===== src/pin_remap_pkg.sv =====
// Shared constants for the peripheral pin remapping matrix.
package pin_remap_pkg;

    localparam int ADDR_W = 12;
    localparam int DATA_W = 32;
    localparam int SEL_W = 4;
    localparam int NUM_IN = 24;
    localparam int NUM_PINS = 32;
    localparam int GROUP_PINS = 8;
    localparam int NUM_GROUPS = 4;
    localparam int NUM_PO = 11;
    localparam int NUM_WORDS = NUM_IN + NUM_PINS;
    localparam int IDX_W = 6;

    // Register map, byte addresses.
    localparam logic [ADDR_W-1:0] IN_SEL_BASE = 12'h000;
    localparam logic [ADDR_W-1:0] IN_SEL_END = 12'h060;
    localparam logic [ADDR_W-1:0] OUT_SEL_BASE = 12'h100;
    localparam logic [ADDR_W-1:0] OUT_SEL_END = 12'h180;
    localparam logic [ADDR_W-1:0] CFG_CTRL_OFFSET = 12'h200;
    localparam logic [ADDR_W-1:0] DEV_CFG_OFFSET = 12'h204;
    localparam logic [ADDR_W-1:0] UNLOCK_KEY_OFFSET = 12'h208;

    localparam int LOCK_BIT = 13;
    localparam int FUSE_BIT = 29;
    localparam logic LOCK_RESET = 1'b0;
    localparam logic FUSE_RESET = 1'b1;
    localparam logic [SEL_W-1:0] SEL_RESET = 4'h0;

    // Unlock key values are arbitrary.
    localparam logic [DATA_W-1:0] KEY_FIRST = 32'h5A5AC3C3;
    localparam logic [DATA_W-1:0] KEY_SECOND = 32'hC3C35A5A;

    typedef enum {KEY_IDLE, KEY_HALF, KEY_OPEN} key_state_e;

    // Peripheral input index order: ext_irq4_in, timer2_clock_in, capture4_in, spi1_select, ref_clock_in,
    // ext_irq3_in, timer3_clock_in, capture3_in, uart1_clear_to_send_in, uart2_receive_in, spi1_data_in,
    // ext_irq2_in, timer4_clock_in, capture1_in, capture5_in, uart1_receive_in, uart2_clear_to_send_in,
    // spi2_data_in, compare_fault_b_in, ext_irq1_in, timer5_clock_in, capture2_in, spi2_select,
    // compare_fault_a_in.
    localparam logic [1:0] IN_GROUP [NUM_IN] = '{
        2'h0, 2'h0, 2'h0, 2'h0, 2'h0,
        2'h1, 2'h1, 2'h1, 2'h1, 2'h1, 2'h1,
        2'h2, 2'h2, 2'h2, 2'h2, 2'h2, 2'h2, 2'h2, 2'h2,
        2'h3, 2'h3, 2'h3, 2'h3, 2'h3};

    // Selects and uart lines idle high, everything else idles low.
    localparam logic [NUM_IN-1:0] IN_IDLE = 24'h418308;

    // Peripheral output indices.
    localparam logic [3:0] PO_SPI1_SEL = 4'h0;
    localparam logic [3:0] PO_SPI1_DATA = 4'h1;
    localparam logic [3:0] PO_SPI2_DATA = 4'h2;
    localparam logic [3:0] PO_SPI2_SEL = 4'h3;
    localparam logic [3:0] PO_CMP2 = 4'h4;
    localparam logic [3:0] PO_CMP3 = 4'h5;
    localparam logic [3:0] PO_CMP4 = 4'h6;
    localparam logic [3:0] PO_CMP5 = 4'h7;
    localparam logic [3:0] PO_COMPARATOR1 = 4'h8;
    localparam logic [3:0] PO_COMPARATOR2 = 4'h9;
    localparam logic [3:0] PO_REF_CLK = 4'hA;
    localparam logic [3:0] PO_NONE = 4'hF;

    // Output code to peripheral output, one row per pin group.
    localparam logic [3:0] OUT_MAP [NUM_GROUPS][16] = '{
        '{PO_NONE, PO_NONE, PO_NONE, PO_SPI1_SEL, PO_NONE, PO_NONE, PO_NONE, PO_COMPARATOR2,
          PO_NONE, PO_NONE, PO_NONE, PO_NONE, PO_NONE, PO_NONE, PO_NONE, PO_NONE},
        '{PO_NONE, PO_NONE, PO_NONE, PO_SPI1_DATA, PO_SPI2_DATA, PO_CMP2, PO_NONE, PO_NONE,
          PO_NONE, PO_NONE, PO_NONE, PO_NONE, PO_NONE, PO_NONE, PO_NONE, PO_NONE},
        '{PO_NONE, PO_NONE, PO_NONE, PO_SPI1_DATA, PO_SPI2_DATA, PO_CMP4, PO_CMP5, PO_REF_CLK,
          PO_NONE, PO_NONE, PO_NONE, PO_NONE, PO_NONE, PO_NONE, PO_NONE, PO_NONE},
        '{PO_NONE, PO_NONE, PO_NONE, PO_NONE, PO_SPI2_SEL, PO_CMP3, PO_NONE, PO_COMPARATOR1,
          PO_NONE, PO_NONE, PO_NONE, PO_NONE, PO_NONE, PO_NONE, PO_NONE, PO_NONE}};

endpackage


===== src/selector_store.sv =====
// Bank of 4-bit selector fields with one write port and a registered read port.
`timescale 1ns/1ps
module selector_store
#(
    parameter int WORDS = 56,
    parameter int WIDTH = 4,
    parameter int IDX_W = 6
)
(
    input wire logic clk,
    input wire logic arst_n,
    input wire logic we,
    input wire logic [IDX_W-1:0] wr_idx,
    input wire logic [WIDTH-1:0] wdata,
    input wire logic [IDX_W-1:0] rd_idx,
    output logic [WIDTH-1:0] rdata,
    output logic [WORDS*WIDTH-1:0] fields
);

    logic [WIDTH-1:0] rdata_q;
    logic [WIDTH-1:0] rdata_d;

    // Every field is visible at once because each one steers a mux continuously.
    for (genvar gw = 0; gw < WORDS; gw++)
    begin : g_word
        logic [WIDTH-1:0] word_q;
        logic [WIDTH-1:0] word_d;

        always_comb
        begin
            word_d = word_q;
            if (we && (wr_idx == IDX_W'(gw)))
            begin
                word_d = wdata;
            end
        end

        always_ff @(posedge clk or negedge arst_n)
        begin
            if (!arst_n)
            begin
                word_q <= '0;
            end
            else
            begin
                word_q <= word_d;
            end
        end

        assign fields[gw*WIDTH +: WIDTH] = word_q;
    end

    always_comb
    begin
        rdata_d = '0;
        if (int'(rd_idx) < WORDS)
        begin
            rdata_d = fields[int'(rd_idx)*WIDTH +: WIDTH];
        end
    end

    always_ff @(posedge clk or negedge arst_n)
    begin
        if (!arst_n)
        begin
            rdata_q <= '0;
        end
        else
        begin
            rdata_q <= rdata_d;
        end
    end

    assign rdata = rdata_q;

endmodule


===== src/peripheral_pin_remap.sv =====
// Peripheral pin remapping matrix with APB selector registers and write lock.
//
// Behaviour
// Each peripheral input chooses its own source pin.
// Input selector fields are four bits each.
// First input group maps codes 0-7 to its pins.
// Second input group maps codes 0-7 to pins.
// Third input group maps codes 0-7 to pins.
// Fourth input group maps codes 0-7 to pins.
// Each pin chooses its peripheral output by field.
// Output code zero and reset connect nothing.
// First pin group: spi1 select, comparator 2.
// Second pin group: spi1, spi2 data, compare 2.
// Third pin group: spi data, compares, reference clock.
// Fourth pin group: spi2 select, compare 3, comparator 1.
// Lock discards selector writes, transfer still completes.
// Lock is config control bit 13.
// Software unlocks with key sequence before changing lock.
// Fuse bit 29 stops lock clearing once set.
// Fused lock ignores unlock, selectors stay frozen.
// Only device reset clears a fused lock.
// Unprogrammed fuse reads set, one session allowed.
// Input selectors: bits 3:0 read/write, rest zero.
// Remap beats digital pin functions, never analog.
// Reserved codes act as no connection.
`timescale 1ns/1ps
module peripheral_pin_remap
import pin_remap_pkg::*;
(
    input wire logic REF_CLK,
    input wire logic ARST_N,
    input wire logic PSEL,
    input wire logic PENABLE,
    input wire logic PWRITE,
    input wire logic [ADDR_W-1:0] PADDR,
    input wire logic [DATA_W-1:0] PWDATA,
    output logic [DATA_W-1:0] PRDATA,
    output logic PREADY,
    output logic PSLVERR,
    input wire logic FUSE_CONFIG_BIT,
    input wire logic [NUM_PINS-1:0] PIN_IN,
    input wire logic [NUM_PINS-1:0] PIN_ANALOG,
    output logic [NUM_PINS-1:0] PIN_OUT,
    output logic [NUM_PINS-1:0] PIN_REMAP_N,
    input wire logic SPI1_SELECT_OUT,
    input wire logic SPI1_DATA_OUT,
    input wire logic SPI2_DATA_OUT,
    input wire logic SPI2_SELECT_OUT,
    input wire logic COMPARE2_OUT,
    input wire logic COMPARE3_OUT,
    input wire logic COMPARE4_OUT,
    input wire logic COMPARE5_OUT,
    input wire logic COMPARATOR1_RESULT_OUT,
    input wire logic COMPARATOR2_RESULT_OUT,
    input wire logic REF_CLOCK_OUT,
    output logic EXT_IRQ4_IN,
    output logic TIMER2_CLOCK_IN,
    output logic CAPTURE4_IN,
    output logic SPI1_SELECT_IN,
    output logic REF_CLOCK_IN,
    output logic EXT_IRQ3_IN,
    output logic TIMER3_CLOCK_IN,
    output logic CAPTURE3_IN,
    output logic UART1_CLEAR_TO_SEND_IN,
    output logic UART2_RECEIVE_IN,
    output logic SPI1_DATA_IN,
    output logic EXT_IRQ2_IN,
    output logic TIMER4_CLOCK_IN,
    output logic CAPTURE1_IN,
    output logic CAPTURE5_IN,
    output logic UART1_RECEIVE_IN,
    output logic UART2_CLEAR_TO_SEND_IN,
    output logic SPI2_DATA_IN,
    output logic COMPARE_FAULT_B_IN,
    output logic EXT_IRQ1_IN,
    output logic TIMER5_CLOCK_IN,
    output logic CAPTURE2_IN,
    output logic SPI2_SELECT_IN,
    output logic COMPARE_FAULT_A_IN
);

    ////////////////////////////////////////////////////////////////////////////////////////////////////
    // Declarations.

    logic [NUM_PINS-1:0] pin_s1_q;
    logic [NUM_PINS-1:0] pin_s2_q;
    logic pready_q;
    logic pready_d;
    logic pslverr_q;
    logic pslverr_d;
    logic [DATA_W-1:0] prdata_q;
    logic [DATA_W-1:0] prdata_d;
    logic mapping_write_lock_q;
    logic mapping_write_lock_d;
    logic single_session_fuse_q;
    logic single_session_fuse_d;
    logic fuse_taken_q;
    logic fuse_taken_d;
    key_state_e key_q;
    key_state_e key_d;
    logic [NUM_IN-1:0] periph_in_q;
    logic [NUM_IN-1:0] periph_in_d;
    logic [NUM_PINS-1:0] pin_out_q;
    logic [NUM_PINS-1:0] pin_out_d;
    logic [NUM_PINS-1:0] pin_remap_n_q;
    logic [NUM_PINS-1:0] pin_remap_n_d;
    logic hit_in;
    logic hit_out;
    logic hit_cfg;
    logic hit_dev;
    logic hit_key;
    logic mapped;
    logic xfer;
    logic wr;
    logic sel_we;
    logic lock_held;
    logic [IDX_W-1:0] sel_idx;
    logic [SEL_W-1:0] sel_rdata;
    logic [NUM_WORDS*SEL_W-1:0] sel_fields;
    logic [DATA_W-1:0] rd_word;
    logic [15:0] periph_out;

    ////////////////////////////////////////////////////////////////////////////////////////////////////
    // Pin synchroniser. Only the second stage feeds the input muxes.

    always_ff @(posedge REF_CLK or negedge ARST_N)
    begin
        if (!ARST_N)
        begin
            pin_s1_q <= '0;
            pin_s2_q <= '0;
        end
        else
        begin
            pin_s1_q <= PIN_IN;
            pin_s2_q <= pin_s1_q;
        end
    end

    ////////////////////////////////////////////////////////////////////////////////////////////////////
    // APB decode. Each selector occupies one aligned word.

    assign hit_in = (PADDR >= IN_SEL_BASE) && (PADDR < IN_SEL_END) && (PADDR[1:0] == 2'h0);
    assign hit_out = (PADDR >= OUT_SEL_BASE) && (PADDR < OUT_SEL_END) && (PADDR[1:0] == 2'h0);
    assign hit_cfg = (PADDR == CFG_CTRL_OFFSET);
    assign hit_dev = (PADDR == DEV_CFG_OFFSET);
    assign hit_key = (PADDR == UNLOCK_KEY_OFFSET);
    assign mapped = hit_in | hit_out | hit_cfg | hit_dev | hit_key;
    assign xfer = PSEL & PENABLE & pready_q;
    assign wr = xfer & PWRITE & mapped;
    assign lock_held = mapping_write_lock_q & single_session_fuse_q;
    // Locked writes still complete with OKAY; they only fail to store.
    assign sel_we = wr & (hit_in | hit_out) & ~mapping_write_lock_q;

    always_comb
    begin
        sel_idx = '0;
        if (hit_in)
        begin
            sel_idx = IDX_W'(PADDR[ADDR_W-1:2] - IN_SEL_BASE[ADDR_W-1:2]);
        end
        else if (hit_out)
        begin
            sel_idx = IDX_W'(PADDR[ADDR_W-1:2] - OUT_SEL_BASE[ADDR_W-1:2] + NUM_IN);
        end
    end

    selector_store #(
        .WORDS(NUM_WORDS),
        .WIDTH(SEL_W),
        .IDX_W(IDX_W)
    ) u_store (
        .clk(REF_CLK),
        .arst_n(ARST_N),
        .we(sel_we),
        .wr_idx(sel_idx),
        .wdata(PWDATA[SEL_W-1:0]),
        .rd_idx(sel_idx),
        .rdata(sel_rdata),
        .fields(sel_fields)
    );

    always_comb
    begin
        rd_word = '0;
        if (hit_in || hit_out)
        begin
            rd_word[SEL_W-1:0] = sel_rdata;
        end
        else if (hit_cfg)
        begin
            rd_word[LOCK_BIT] = mapping_write_lock_q;
        end
        else if (hit_dev)
        begin
            rd_word[FUSE_BIT] = single_session_fuse_q;
        end
    end

    // One wait state lets the store's registered read data settle before the answer.
    always_comb
    begin
        pready_d = PSEL & PENABLE & ~pready_q;
        prdata_d = prdata_q;
        pslverr_d = 1'b0;
        if (pready_d)
        begin
            prdata_d = rd_word;
            pslverr_d = ~mapped;
        end
    end

    always_ff @(posedge REF_CLK or negedge ARST_N)
    begin
        if (!ARST_N)
        begin
            pready_q <= 1'b0;
            prdata_q <= '0;
            pslverr_q <= 1'b0;
        end
        else
        begin
            pready_q <= pready_d;
            prdata_q <= prdata_d;
            pslverr_q <= pslverr_d;
        end
    end

    ////////////////////////////////////////////////////////////////////////////////////////////////////
    // Lock, fuse and unlock sequence.

    always_comb
    begin
        key_d = key_q;
        mapping_write_lock_d = mapping_write_lock_q;
        single_session_fuse_d = single_session_fuse_q;
        fuse_taken_d = 1'b1;
        if (!fuse_taken_q)
        begin
            single_session_fuse_d = FUSE_CONFIG_BIT;
        end
        if (wr)
        begin
            key_d = KEY_IDLE;
            if (hit_key && !lock_held)
            begin
                if (PWDATA == KEY_FIRST)
                begin
                    key_d = KEY_HALF;
                end
                else if ((key_q == KEY_HALF) && (PWDATA == KEY_SECOND))
                begin
                    key_d = KEY_OPEN;
                end
            end
            // Without the key sequence a write to the control word leaves the lock alone.
            if (hit_cfg && (key_q == KEY_OPEN) && !lock_held)
            begin
                mapping_write_lock_d = PWDATA[LOCK_BIT];
            end
        end
    end

    // A fused lock has no release path here; only the asynchronous reset clears it.
    always_ff @(posedge REF_CLK or negedge ARST_N)
    begin
        if (!ARST_N)
        begin
            key_q <= KEY_IDLE;
            mapping_write_lock_q <= LOCK_RESET;
            single_session_fuse_q <= FUSE_RESET;
            fuse_taken_q <= 1'b0;
        end
        else
        begin
            key_q <= key_d;
            mapping_write_lock_q <= mapping_write_lock_d;
            single_session_fuse_q <= single_session_fuse_d;
            fuse_taken_q <= fuse_taken_d;
        end
    end

    ////////////////////////////////////////////////////////////////////////////////////////////////////
    // Input mapping: one 4-bit field per peripheral input picks a pin of its group.

    for (genvar gi = 0; gi < NUM_IN; gi++)
    begin : g_in
        logic [SEL_W-1:0] code;
        logic [4:0] pin;

        assign code = sel_fields[gi*SEL_W +: SEL_W];
        assign pin = {IN_GROUP[gi], code[2:0]};

        always_comb
        begin
            if (!code[SEL_W-1] && !PIN_ANALOG[pin])
            begin
                periph_in_d[gi] = pin_s2_q[pin];
            end
            else
            begin
                periph_in_d[gi] = IN_IDLE[gi];
            end
        end
    end

    ////////////////////////////////////////////////////////////////////////////////////////////////////
    // Output mapping: one 4-bit field per pin picks a peripheral output.

    assign periph_out = {5'h00, REF_CLOCK_OUT, COMPARATOR2_RESULT_OUT, COMPARATOR1_RESULT_OUT,
        COMPARE5_OUT, COMPARE4_OUT, COMPARE3_OUT, COMPARE2_OUT, SPI2_SELECT_OUT, SPI2_DATA_OUT,
        SPI1_DATA_OUT, SPI1_SELECT_OUT};

    for (genvar gp = 0; gp < NUM_PINS; gp++)
    begin : g_out
        logic [SEL_W-1:0] code;
        logic [3:0] src;
        logic active;

        assign code = sel_fields[(NUM_IN + gp)*SEL_W +: SEL_W];
        // Code zero and every reserved code map to no source.
        assign src = OUT_MAP[gp / GROUP_PINS][code];
        // An analog pin is never claimed, so remapped drive cannot fight the converter.
        assign active = (src != PO_NONE) && !PIN_ANALOG[gp];

        always_comb
        begin
            pin_out_d[gp] = active & periph_out[src];
            pin_remap_n_d[gp] = ~active;
        end
    end

    always_ff @(posedge REF_CLK or negedge ARST_N)
    begin
        if (!ARST_N)
        begin
            periph_in_q <= IN_IDLE;
            pin_out_q <= '0;
            pin_remap_n_q <= '1;
        end
        else
        begin
            periph_in_q <= periph_in_d;
            pin_out_q <= pin_out_d;
            pin_remap_n_q <= pin_remap_n_d;
        end
    end

    ////////////////////////////////////////////////////////////////////////////////////////////////////
    // Outputs.

    assign PRDATA = prdata_q;
    assign PREADY = pready_q;
    assign PSLVERR = pslverr_q;
    assign PIN_OUT = pin_out_q;
    assign PIN_REMAP_N = pin_remap_n_q;
    assign EXT_IRQ4_IN = periph_in_q[0];
    assign TIMER2_CLOCK_IN = periph_in_q[1];
    assign CAPTURE4_IN = periph_in_q[2];
    assign SPI1_SELECT_IN = periph_in_q[3];
    assign REF_CLOCK_IN = periph_in_q[4];
    assign EXT_IRQ3_IN = periph_in_q[5];
    assign TIMER3_CLOCK_IN = periph_in_q[6];
    assign CAPTURE3_IN = periph_in_q[7];
    assign UART1_CLEAR_TO_SEND_IN = periph_in_q[8];
    assign UART2_RECEIVE_IN = periph_in_q[9];
    assign SPI1_DATA_IN = periph_in_q[10];
    assign EXT_IRQ2_IN = periph_in_q[11];
    assign TIMER4_CLOCK_IN = periph_in_q[12];
    assign CAPTURE1_IN = periph_in_q[13];
    assign CAPTURE5_IN = periph_in_q[14];
    assign UART1_RECEIVE_IN = periph_in_q[15];
    assign UART2_CLEAR_TO_SEND_IN = periph_in_q[16];
    assign SPI2_DATA_IN = periph_in_q[17];
    assign COMPARE_FAULT_B_IN = periph_in_q[18];
    assign EXT_IRQ1_IN = periph_in_q[19];
    assign TIMER5_CLOCK_IN = periph_in_q[20];
    assign CAPTURE2_IN = periph_in_q[21];
    assign SPI2_SELECT_IN = periph_in_q[22];
    assign COMPARE_FAULT_A_IN = periph_in_q[23];

endmodule


===== config.mk =====
export PLATFORM = sky130hd
export DESIGN_NAME = peripheral_pin_remap
export DESIGN_NICKNAME = d
export VERILOG_FILES = /design/src/pin_remap_pkg.sv /design/src/selector_store.sv /design/src/peripheral_pin_remap.sv
export SDC_FILE = /design/constraint.sdc
export NUM_CORES = 1
export LEC_CHECK = 0
export BUFFER_PORTS_ARGS = -buffer_cell sky130_fd_sc_hd__buf_4
export CAP_MARGIN = 10
export CORE_AREA = 2 2 327 167
export CTS_CLUSTER_SIZE = 14
export DETAILED_ROUTE_END_ITERATION = 10
export DIE_AREA = 0 0 329 169
export PLACE_DENSITY = 0.58
export SLEW_MARGIN = 5
export SYNTH_ARGS = -nofsm -noshare
export SYNTH_HDL_FRONTEND = slang
export SYNTH_SLANG_ARGS = --single-unit

===== constraint.sdc =====
create_clock -name REF_CLK -period 2.1 [get_ports REF_CLK]
set_input_delay 0.21 -clock REF_CLK [delete_from_list [all_inputs] [get_ports REF_CLK]]
set_output_delay 0.21 -clock REF_CLK [all_outputs]
set_load 0.01 [all_outputs]

==> qor.csv, run 1 <==
stage,metric,value,unit
setup_path,crit_start,PREADY$_DFF_PN0_,
setup_path,critical_path_class,reg -> reg,
timing,fin_crit_sh,106,%
synth,async_reset_ff_share,100,%
synth,synth-seq-cells,393,
detailed_routing,drc_errors,0,
floorplan,rows,60,
detailed_routing,vias,18100,
clocking,cts_tree,done,
setup_path,endpoint_kind,flip-flop,
floorplan,die_h,169,um
clocking,cts_buffers,40,
hold_path,hold_class,in -> reg,
global_routing,grt_antenna_before_repair,1,
detailed_routing,ant_nets,0,
detailed_routing,drt-wirelength-per-cell,25.7,um
timing,worst_slew_pin_slew,0.883,ns
timing,clock.fmax,0.449,GHz
timing,relSlewSlack,41.1,%
synth,synth_flop_cell,dfrtp_1,
layout,syn_to_final_growth,34.4,%
pwr,peakVddDrop,0.602,mV
setup_path,crit_family,simple AND/OR/NAND/NOR gates,
timing,rsz0062_at_grt,yes,
floorplan,start_util,39.6,%
layout,n_fill_cell,4638,
timing,period_minus_slack,2.23,ns
status,status,finished with violations,
detailed_routing,drt_iter0_drc,1893,
global_routing,grt_pass1_wl,117,mm
setup_path,critPathArrivalTime,2.66,ns
detailed_routing,firstDrtPassIters,6,
floorplan,die_w,329,um
synth,ys_types,78,
clocking,root_buffer,clkbuf_16,
synth,synth.top_cells.by_area,"dfrtp_1 42%, mux2_2 12%, mux4_2 7.3%, dfstp_2 4.9%, mux2i_1 3.4%",
global_routing,grt_pass1_vias,17800,
timing,finClkSkew,0.0203,ns
layout,final_nets,2507,
synth,ys_warn_count,0,
global_routing,grt_max_degree,66,
floorplan,core_area,52900,um^2
setup_path,crit_cells,7,
place,port_buffers,220,
clocking,h-tree-depth,2,
layout,n_antenna_cell,0,
status,violations,negative setup slack,
setup_path,worstRegToRegCells,7,
job,drv_cap,0,
timing,setup_violations,75,
pwr,p_leak,12.8,nW
setup_path,worstPathCellList,nand4_1 > buf_4 > or4_4 > or2_4 > buf_12 > nor3_4 > mux2_4,
global_routing,grt.overflow.total,0,
synth,synth_edf_count,0,
setup_path,slowest_delay,0.44,ns
synth,syn_area,20900,um^2
setup_path,reg2reg_from,PREADY$_DFF_PN0_,
layout,regArea,9880,um^2
floorplan,boundaryPins,247,
clocking,clkSinkCount,393,
clocking,clk_path_buf_depth,3,
detailed_routing,vias_per_cell,5.85,
setup_path,reg2reg_to,u_store.g_word[35].word_q[2]$_DFFE_PN0P_,
clocking,clk_pin_slew_worst_paths,0.06,ns
setup_path,critPathBufInv,2,
synth,ys_seq_area_share,47.2,%
synth,synth_top_area_share,42.3,%
layout,drive_above_1_share,43.4,%
clocking,worst_skew_pair.late_latency,0.56,ns
timing,finalWorstSetupSlack,-0.128,ns
layout,finalInstanceArea,28100,um^2
layout,fin_util,53.2,%
synth,synth_commonest_cells,"354 x dfrtp_1, 227 x mux2_2, 144 x nor2_1, 90 x nand2_1, 77 x clkbuf_1",
setup_path,worst-path-max-fanout,5,
synth,synth_top_area_cell,dfrtp_1,
setup_path,endpoint,u_store.g_word[35].word_q[2]$_DFFE_PN0P_,
synth,syn_inst,1818,
timing,drv_slew,0,
setup_path,start_kind,flip-flop,
place,dpl.hpwl,60.1,mm
place,gp_congestion,0.992,
layout,multiInputGateArea,11200,um^2
pwr,powerDensity,593,nW/um^2
global_routing,grtUsageTotal,28.4,%
synth,synth_area_per_cell,11.5,um^2
synth,yosysMostFrequentCell,dfrtp_1,
setup_path,r2r_slack,-0.13,ns
timing,hold_viol,0,
setup_path,critPathRequiredTime,2.54,ns
floorplan,die_area,55600,um^2
detailed_routing,routed_wl,79.4,mm
place,placed_cell_area,25500,um^2
setup_path,crit_slowest_cell,or4_4,
sequential cells by signal, indices dropped and copies added, names as in the netlist:
name / cells
PRDATA: 6
single_session_fuse_q: 1
key_q: 2
pin_s1_q: 32
fuse_taken_q: 1
pin_s2_q: 32
PIN_OUT: 32
PREADY: 1
mapping_write_lock_q: 1
PSLVERR: 1
periph_in_q: 24
PIN_REMAP_N: 32
u_store.rdata: 4
u_store.g_word.word_q: 224
power by group:
part	switching [mW]	total (mW)	leakage [nW]	internal, mW
registers	0.0422	7.72	5.16	7.68
logic	0.866	1.51	7.00	0.642
clock network	3.22	7.45	0.654	4.23
logic make-up (layout without fill, tap and decap cells):
kind of cell    count (synthesis)  after routing  synth area share [%]
simple gates                  537            537                  13.8
fa+ha+maj                      37             37                  2.21
xor+xnor                        1              1                0.0418
buf+inv                       150            682                  3.26
compound gates                320            320                  9.87
other cells                     2             27                0.0359
flops                         393            393                  47.2
mux                           378            378                  23.6
layer usage:
metal | GRT usage (%) | share of wire (%) | routed length (um)
met1 | 46.5 | 48 | 38200
met2 | 37.6 | 40 | 31700
met3 | 6.40 | 10 | 8230
met4 | 4.80 | 1.6 | 1270
met5 | 0 | 0 | 0
final cells by class:
type / instances / area share, %
Multi-Input combinational cell: 1300 / 39.7
Timing Repair Buffer: 579 / 16.8
Inverter: 31 / 0.423
Sequential cell: 393 / 35.1
Tap cell: 713 / 3.17
Clock buffer: 54 / 4.07
Clock inverter: 18 / 0.680
how the worst min path moves through the flow:
stage / depth (start not counted) / from / slack [ns] / endpoint
2_1_floorplan: 0 / ARST_N / -0.09 / PIN_OUT[0]$_DFF_PN0_
3_3_place_gp: 1 / ARST_N / 0.23 / PIN_OUT[24]$_DFF_PN0_
3_5_place_dp: 1 / ARST_N / 0.24 / PIN_OUT[24]$_DFF_PN0_
4_1_cts: 2 / PIN_ANALOG[0] / 0.004 / PIN_REMAP_N[0]$_DFF_PN1_
5_1_grt: 2 / PIN_ANALOG[0] / 0.0009 / PIN_REMAP_N[0]$_DFF_PN1_
6_report: 2 / PIN_ANALOG[0] / 0.01 / PIN_REMAP_N[0]$_DFF_PN1_
layout by cell type (no fill, tap or decap), types with 10 or more instances in the layout:
cell type	count
nor3_1	46
nand2_1	75
nor2_2	15
nand3_1	22
nand2b_1	27
or3_1	20
clkbuf_16	41
a31oi_1	12
dfrtp_1	353
buf_4	486
inv_1	29
mux2_2	170
a21oi_1	72
mux2_4	61
o21ai_0	58
mux2i_1	67
o22ai_1	52
buf_12	14
nor2b_1	57
nor2_4	20
dlygate4sd3_1	71
a22oi_1	19
ha_1	34
o221ai_1	10
mux4_2	68
nor4_1	16
a211oi_1	10
conb_1	27
nand4_1	13
dfstp_2	39
nor2_1	125
metrics by stage:
step	cells	setup WS (ns)	hold slack (ns)	total power, mW	setup TNS (ns)
2_1_floorplan	1843	-0.252	-0.0856	8.41	-14.32
3_3_place_gp	2935	-0.605	0.227	9.22	-102.37
6_report	3088	-0.128	0.0133	16.7	-3.06
4_1_cts	3081	-0.101	0.00369	16.8	-5.03
5_1_grt	3088	-0.153	0.000940	17.3	-6.55
3_5_place_dp	2935	-0.615	0.237	9.24	-105.02
worst reg2reg max path, stage by stage (launching register included):
cell and delay [ns]:
dfrtp_1 0.37, nand4_1 0.11, buf_4 0.17, or4_4 0.44
or2_4 0.29, buf_12 0.16, nor3_4 0.25, mux2_4 0.33
repair_timing:
item                                   in CTS  in global routing
pin swaps                                   9                 22
setup buffers                               4                  7
setup endpoints to repair                 157                151
hold buffers                               71                  0
gates resized for setup                    20                113
endpoints found under the hold margin     134                  0
No activity file was read; power rests on OpenSTA's default activity.
==> run 2, diff against run 1 <==
--- a/config.mk
+++ b/config.mk
@@ -7,10 +7,10 @@
 export LEC_CHECK = 0
 export BUFFER_PORTS_ARGS = -buffer_cell sky130_fd_sc_hd__buf_4
 export CAP_MARGIN = 10
-export CORE_AREA = 2 2 327 167
+export CORE_AREA = 3 3 328 168
 export CTS_CLUSTER_SIZE = 14
 export DETAILED_ROUTE_END_ITERATION = 10
-export DIE_AREA = 0 0 329 169
+export DIE_AREA = 0 0 331 171
 export PLACE_DENSITY = 0.58
 export SLEW_MARGIN = 5
 export SYNTH_ARGS = -nofsm -noshare
==> run 2 against run 1 <==
Against the previous run: the run still ends with negative setup slack left; clock skew barely moved; sequential share of layout area grew 0.47 points; first-iteration DRC count shrank 12%; die area grew 1.8%; final area fell by 1.3%; hold slack better by 0.017 ns; maximum frequency increased by 4.8%; global-route usage fell by 2.5 points; register-to-register slack improved by 0.10 ns; core utilization grew 0.11 points; non-clock buffer count decreased by 31; count of clock-buffer cells in the layout grew 4.
==> qor.csv, run 2 (synthesis results as in run 1) <==
stage,metric,value,unit,change
place,port_buffers,220,,unchanged
floorplan,start_util,40.2,%,+0.61 points
layout,finalInstanceArea,27800,um^2,-1.3%
detailed_routing,drt_iter0_drc,1668,,-12%
timing,setup_violations,14,,-81%
timing,holdWs,0.0300,ns,+0.0167 ns
pwr,p_leak,12.5,nW,-2.1%
setup_path,critical_path_class,reg -> reg,,
detailed_routing,vias,17400,,-3.6%
place,dp_cells,2893,,-1.4%
timing,clock.fmax,0.471,GHz,+4.8%
layout,largest_reg_flops,224,,unchanged
global_routing,grt_max_degree,69,,+4.5%
layout,final_cells,3044,,-1.4%
detailed_routing,vias_per_cell,5.72,,-2.2%
timing,fin_crit_sh,101,%,-4.9 points
clocking,clk_path_buf_depth,3,,unchanged
place,dpl.hpwl,54.8,mm,-8.7%
global_routing,grt_pass1_vias,17100,,-3.8%
setup_path,start_kind,flip-flop,,
timing,hold_viol,0,,unchanged
job,drv_cap,0,,unchanged
timing,rsz0062_at_grt,yes,,
layout,final_nets,2475,,-1.3%
setup_path,worst-path-max-fanout,5,,unchanged
timing,period_minus_slack,2.13,ns,-0.103 ns
floorplan,core_area,52100,um^2,-1.5%
timing,drv_slew,0,,unchanged
detailed_routing,firstDrtPassIters,8,,+2
floorplan,die_w,331,um,+0.61%
timing,worst_slew_pin_slew,0.846,ns,-0.0369 ns
status,status,finished with violations,,
setup_path,worstPathCellList,or4_4 > or2_4 > nor3_4 > mux2_4,,
layout,final_common_cell,buf_4,,
global_routing,grtUsageTotal,25.9,%,-2.5 points
clocking,clkSinkCount,393,,unchanged
pwr,powerDensity,582,nW/um^2,-1.8%
layout,n_antenna_cell,0,,unchanged
place,gp_congestion,0.975,,-1.7%
clocking,h-tree-depth,2,,unchanged
hold_path,hold_class,in -> reg,,
layout,top_register,u_store.g_word.word_q,,
timing,relSlewSlack,43.6,%,+2.5 points
global_routing,grt.overflow.total,0,,unchanged
timing,finClkSkew,0.0200,ns,-0.000307 ns
floorplan,die_h,171,um,+1.2%
setup_path,endpoint_kind,flip-flop,,
global_routing,grt_pass1_wl,110,mm,-6.5%
floorplan,die_area,56600,um^2,+1.8%
pwr,p_total,16.2,mW,-3.1%
layout,syn_to_final_growth,32.6,%,
status,violations,negative setup slack,,
clocking,worst_skew_pair.late_latency,0.57,ns,about the same
detailed_routing,drc_errors,0,,unchanged
floorplan,boundaryPins,247,,unchanged
place,post-place-ws,-0.653,ns,-0.0384 ns
timing,finalWorstSetupSlack,-0.0253,ns,+0.103 ns
setup_path,slowest_delay,0.61,ns,+0.17 ns
global_routing,grt_antenna_before_repair,1,,unchanged
setup_path,crit_slowest_cell,or4_4,,
floorplan,rows,59,,-1.7%
pwr,peakVddDrop,0.518,mV,-14%
clocking,clk_pin_slew_worst_paths,0.07,ns,about the same
detailed_routing,drt-wirelength-per-cell,24.5,um,-4.7%
clocking,cts_buffers,38,,-5.0%
layout,drive_above_1_share,42.0,%,-1.4 points
setup_path,critPathArrivalTime,2.57,ns,-0.09 ns
layout,layout_common_cells,"446 x buf_4, 352 x dfrtp_1, 197 x mux2_2, 128 x nor2_1, 72 x a21oi_1",,
detailed_routing,ant_nets,0,,unchanged
setup_path,critPathRequiredTime,2.54,ns,about the same
place,placed_cell_area,25300,um^2,-0.70%
clocking,root_buffer,clkbuf_16,,
clocking,cts_tree,done,,
detailed_routing,routed_wl,74.6,mm,-6.1%
## run 2: cell count changes in the layout (fill, tap and decap cells not counted), moves of 6 or more
cell	before	now
mux2_4	61	34
nand2_2	7	13
buf_4	486	446
buf_6	6	13
nor2_4	20	27
mux2_2	170	197
nor2_2	15	5
## run 2: where the power goes
group,leakage (nW),internal [mW],switching [mW]
Sequential,5.16,7.68,0.0434
Clock,0.601,3.83,3.12
Combinational,6.78,0.637,0.859
## run 2: repair_timing
| item | 4_1_cts | 5_1_grt |
|---|---|---|
| hold buffers | 69 | 0 |
| resized for setup | 13 | 94 |
| setup buffers | 2 | 10 |
| gates cloned | 0 | 2 |
| pin swaps | 4 | 14 |
| endpoints found under the setup margin | 129 | 168 |
| endpoints found under the hold margin | 445 | 0 |
## run 2: cell type report
| class | count | area, um^2 |
|---|---|---|
| timing repair buffer | 548 | 4570 |
| tap | 701 | 877 |
| inverter | 31 | 119 |
| multi-input combinational | 1301 | 11100 |
| clock buffer | 58 | 1120 |
| fill | 4575 | 24400 |
| clock inverter | 12 | 116 |
| sequential | 393 | 9890 |
## run 2: metrics by stage
step,util [%],TNS [ns]
after floorplan,-,-14.32
after global placement,48.6,-86.23
after detailed placement,48.6,-91.03
after CTS,52.4,0
after global routing,53.3,-2.24
final,53.3,-0.109
## run 2: layer usage
metal / vias up / wire length, um / track usage (%)
li1: 7715 / - / -
met1: 8886 / 34200 / 38.4
met2: 703 / 32400 / 38.6
met3: 98 / 6880 / 6.59
met4: 2 / 1150 / 4.91
met5: - / 13 / 0
## run 2: critical path, delay by kind of cell (launching register included)
family	cells	cell delay [ns]
AND/OR/NAND/NOR	3	1.25
flip-flops	1	0.42
multiplexers	1	0.33
## run 2: final timing paths
check,start,to,slack (ns),cells past startpoint
worst max-delay path,mapping_write_lock_q$_DFFE_PN0P_,u_store.g_word[35].word_q[1]$_DFFE_PN0P_,-0.03,4
worst min-delay path,PIN_ANALOG[5],PIN_REMAP_N[5]$_DFF_PN1_,0.03,3
worst max register to register,mapping_write_lock_q$_DFFE_PN0P_,u_store.g_word[35].word_q[1]$_DFFE_PN0P_,-0.03,4
worst min register to register,pin_s1_q[6]$_DFF_PN0_,pin_s2_q[6]$_DFF_PN0_,0.35,0
max in group asynchronous,ARST_N,periph_in_q[9]$_DFF_PN1_,1.22,3
min in group asynchronous,ARST_N,PIN_OUT[0]$_DFF_PN0_,0.13,2
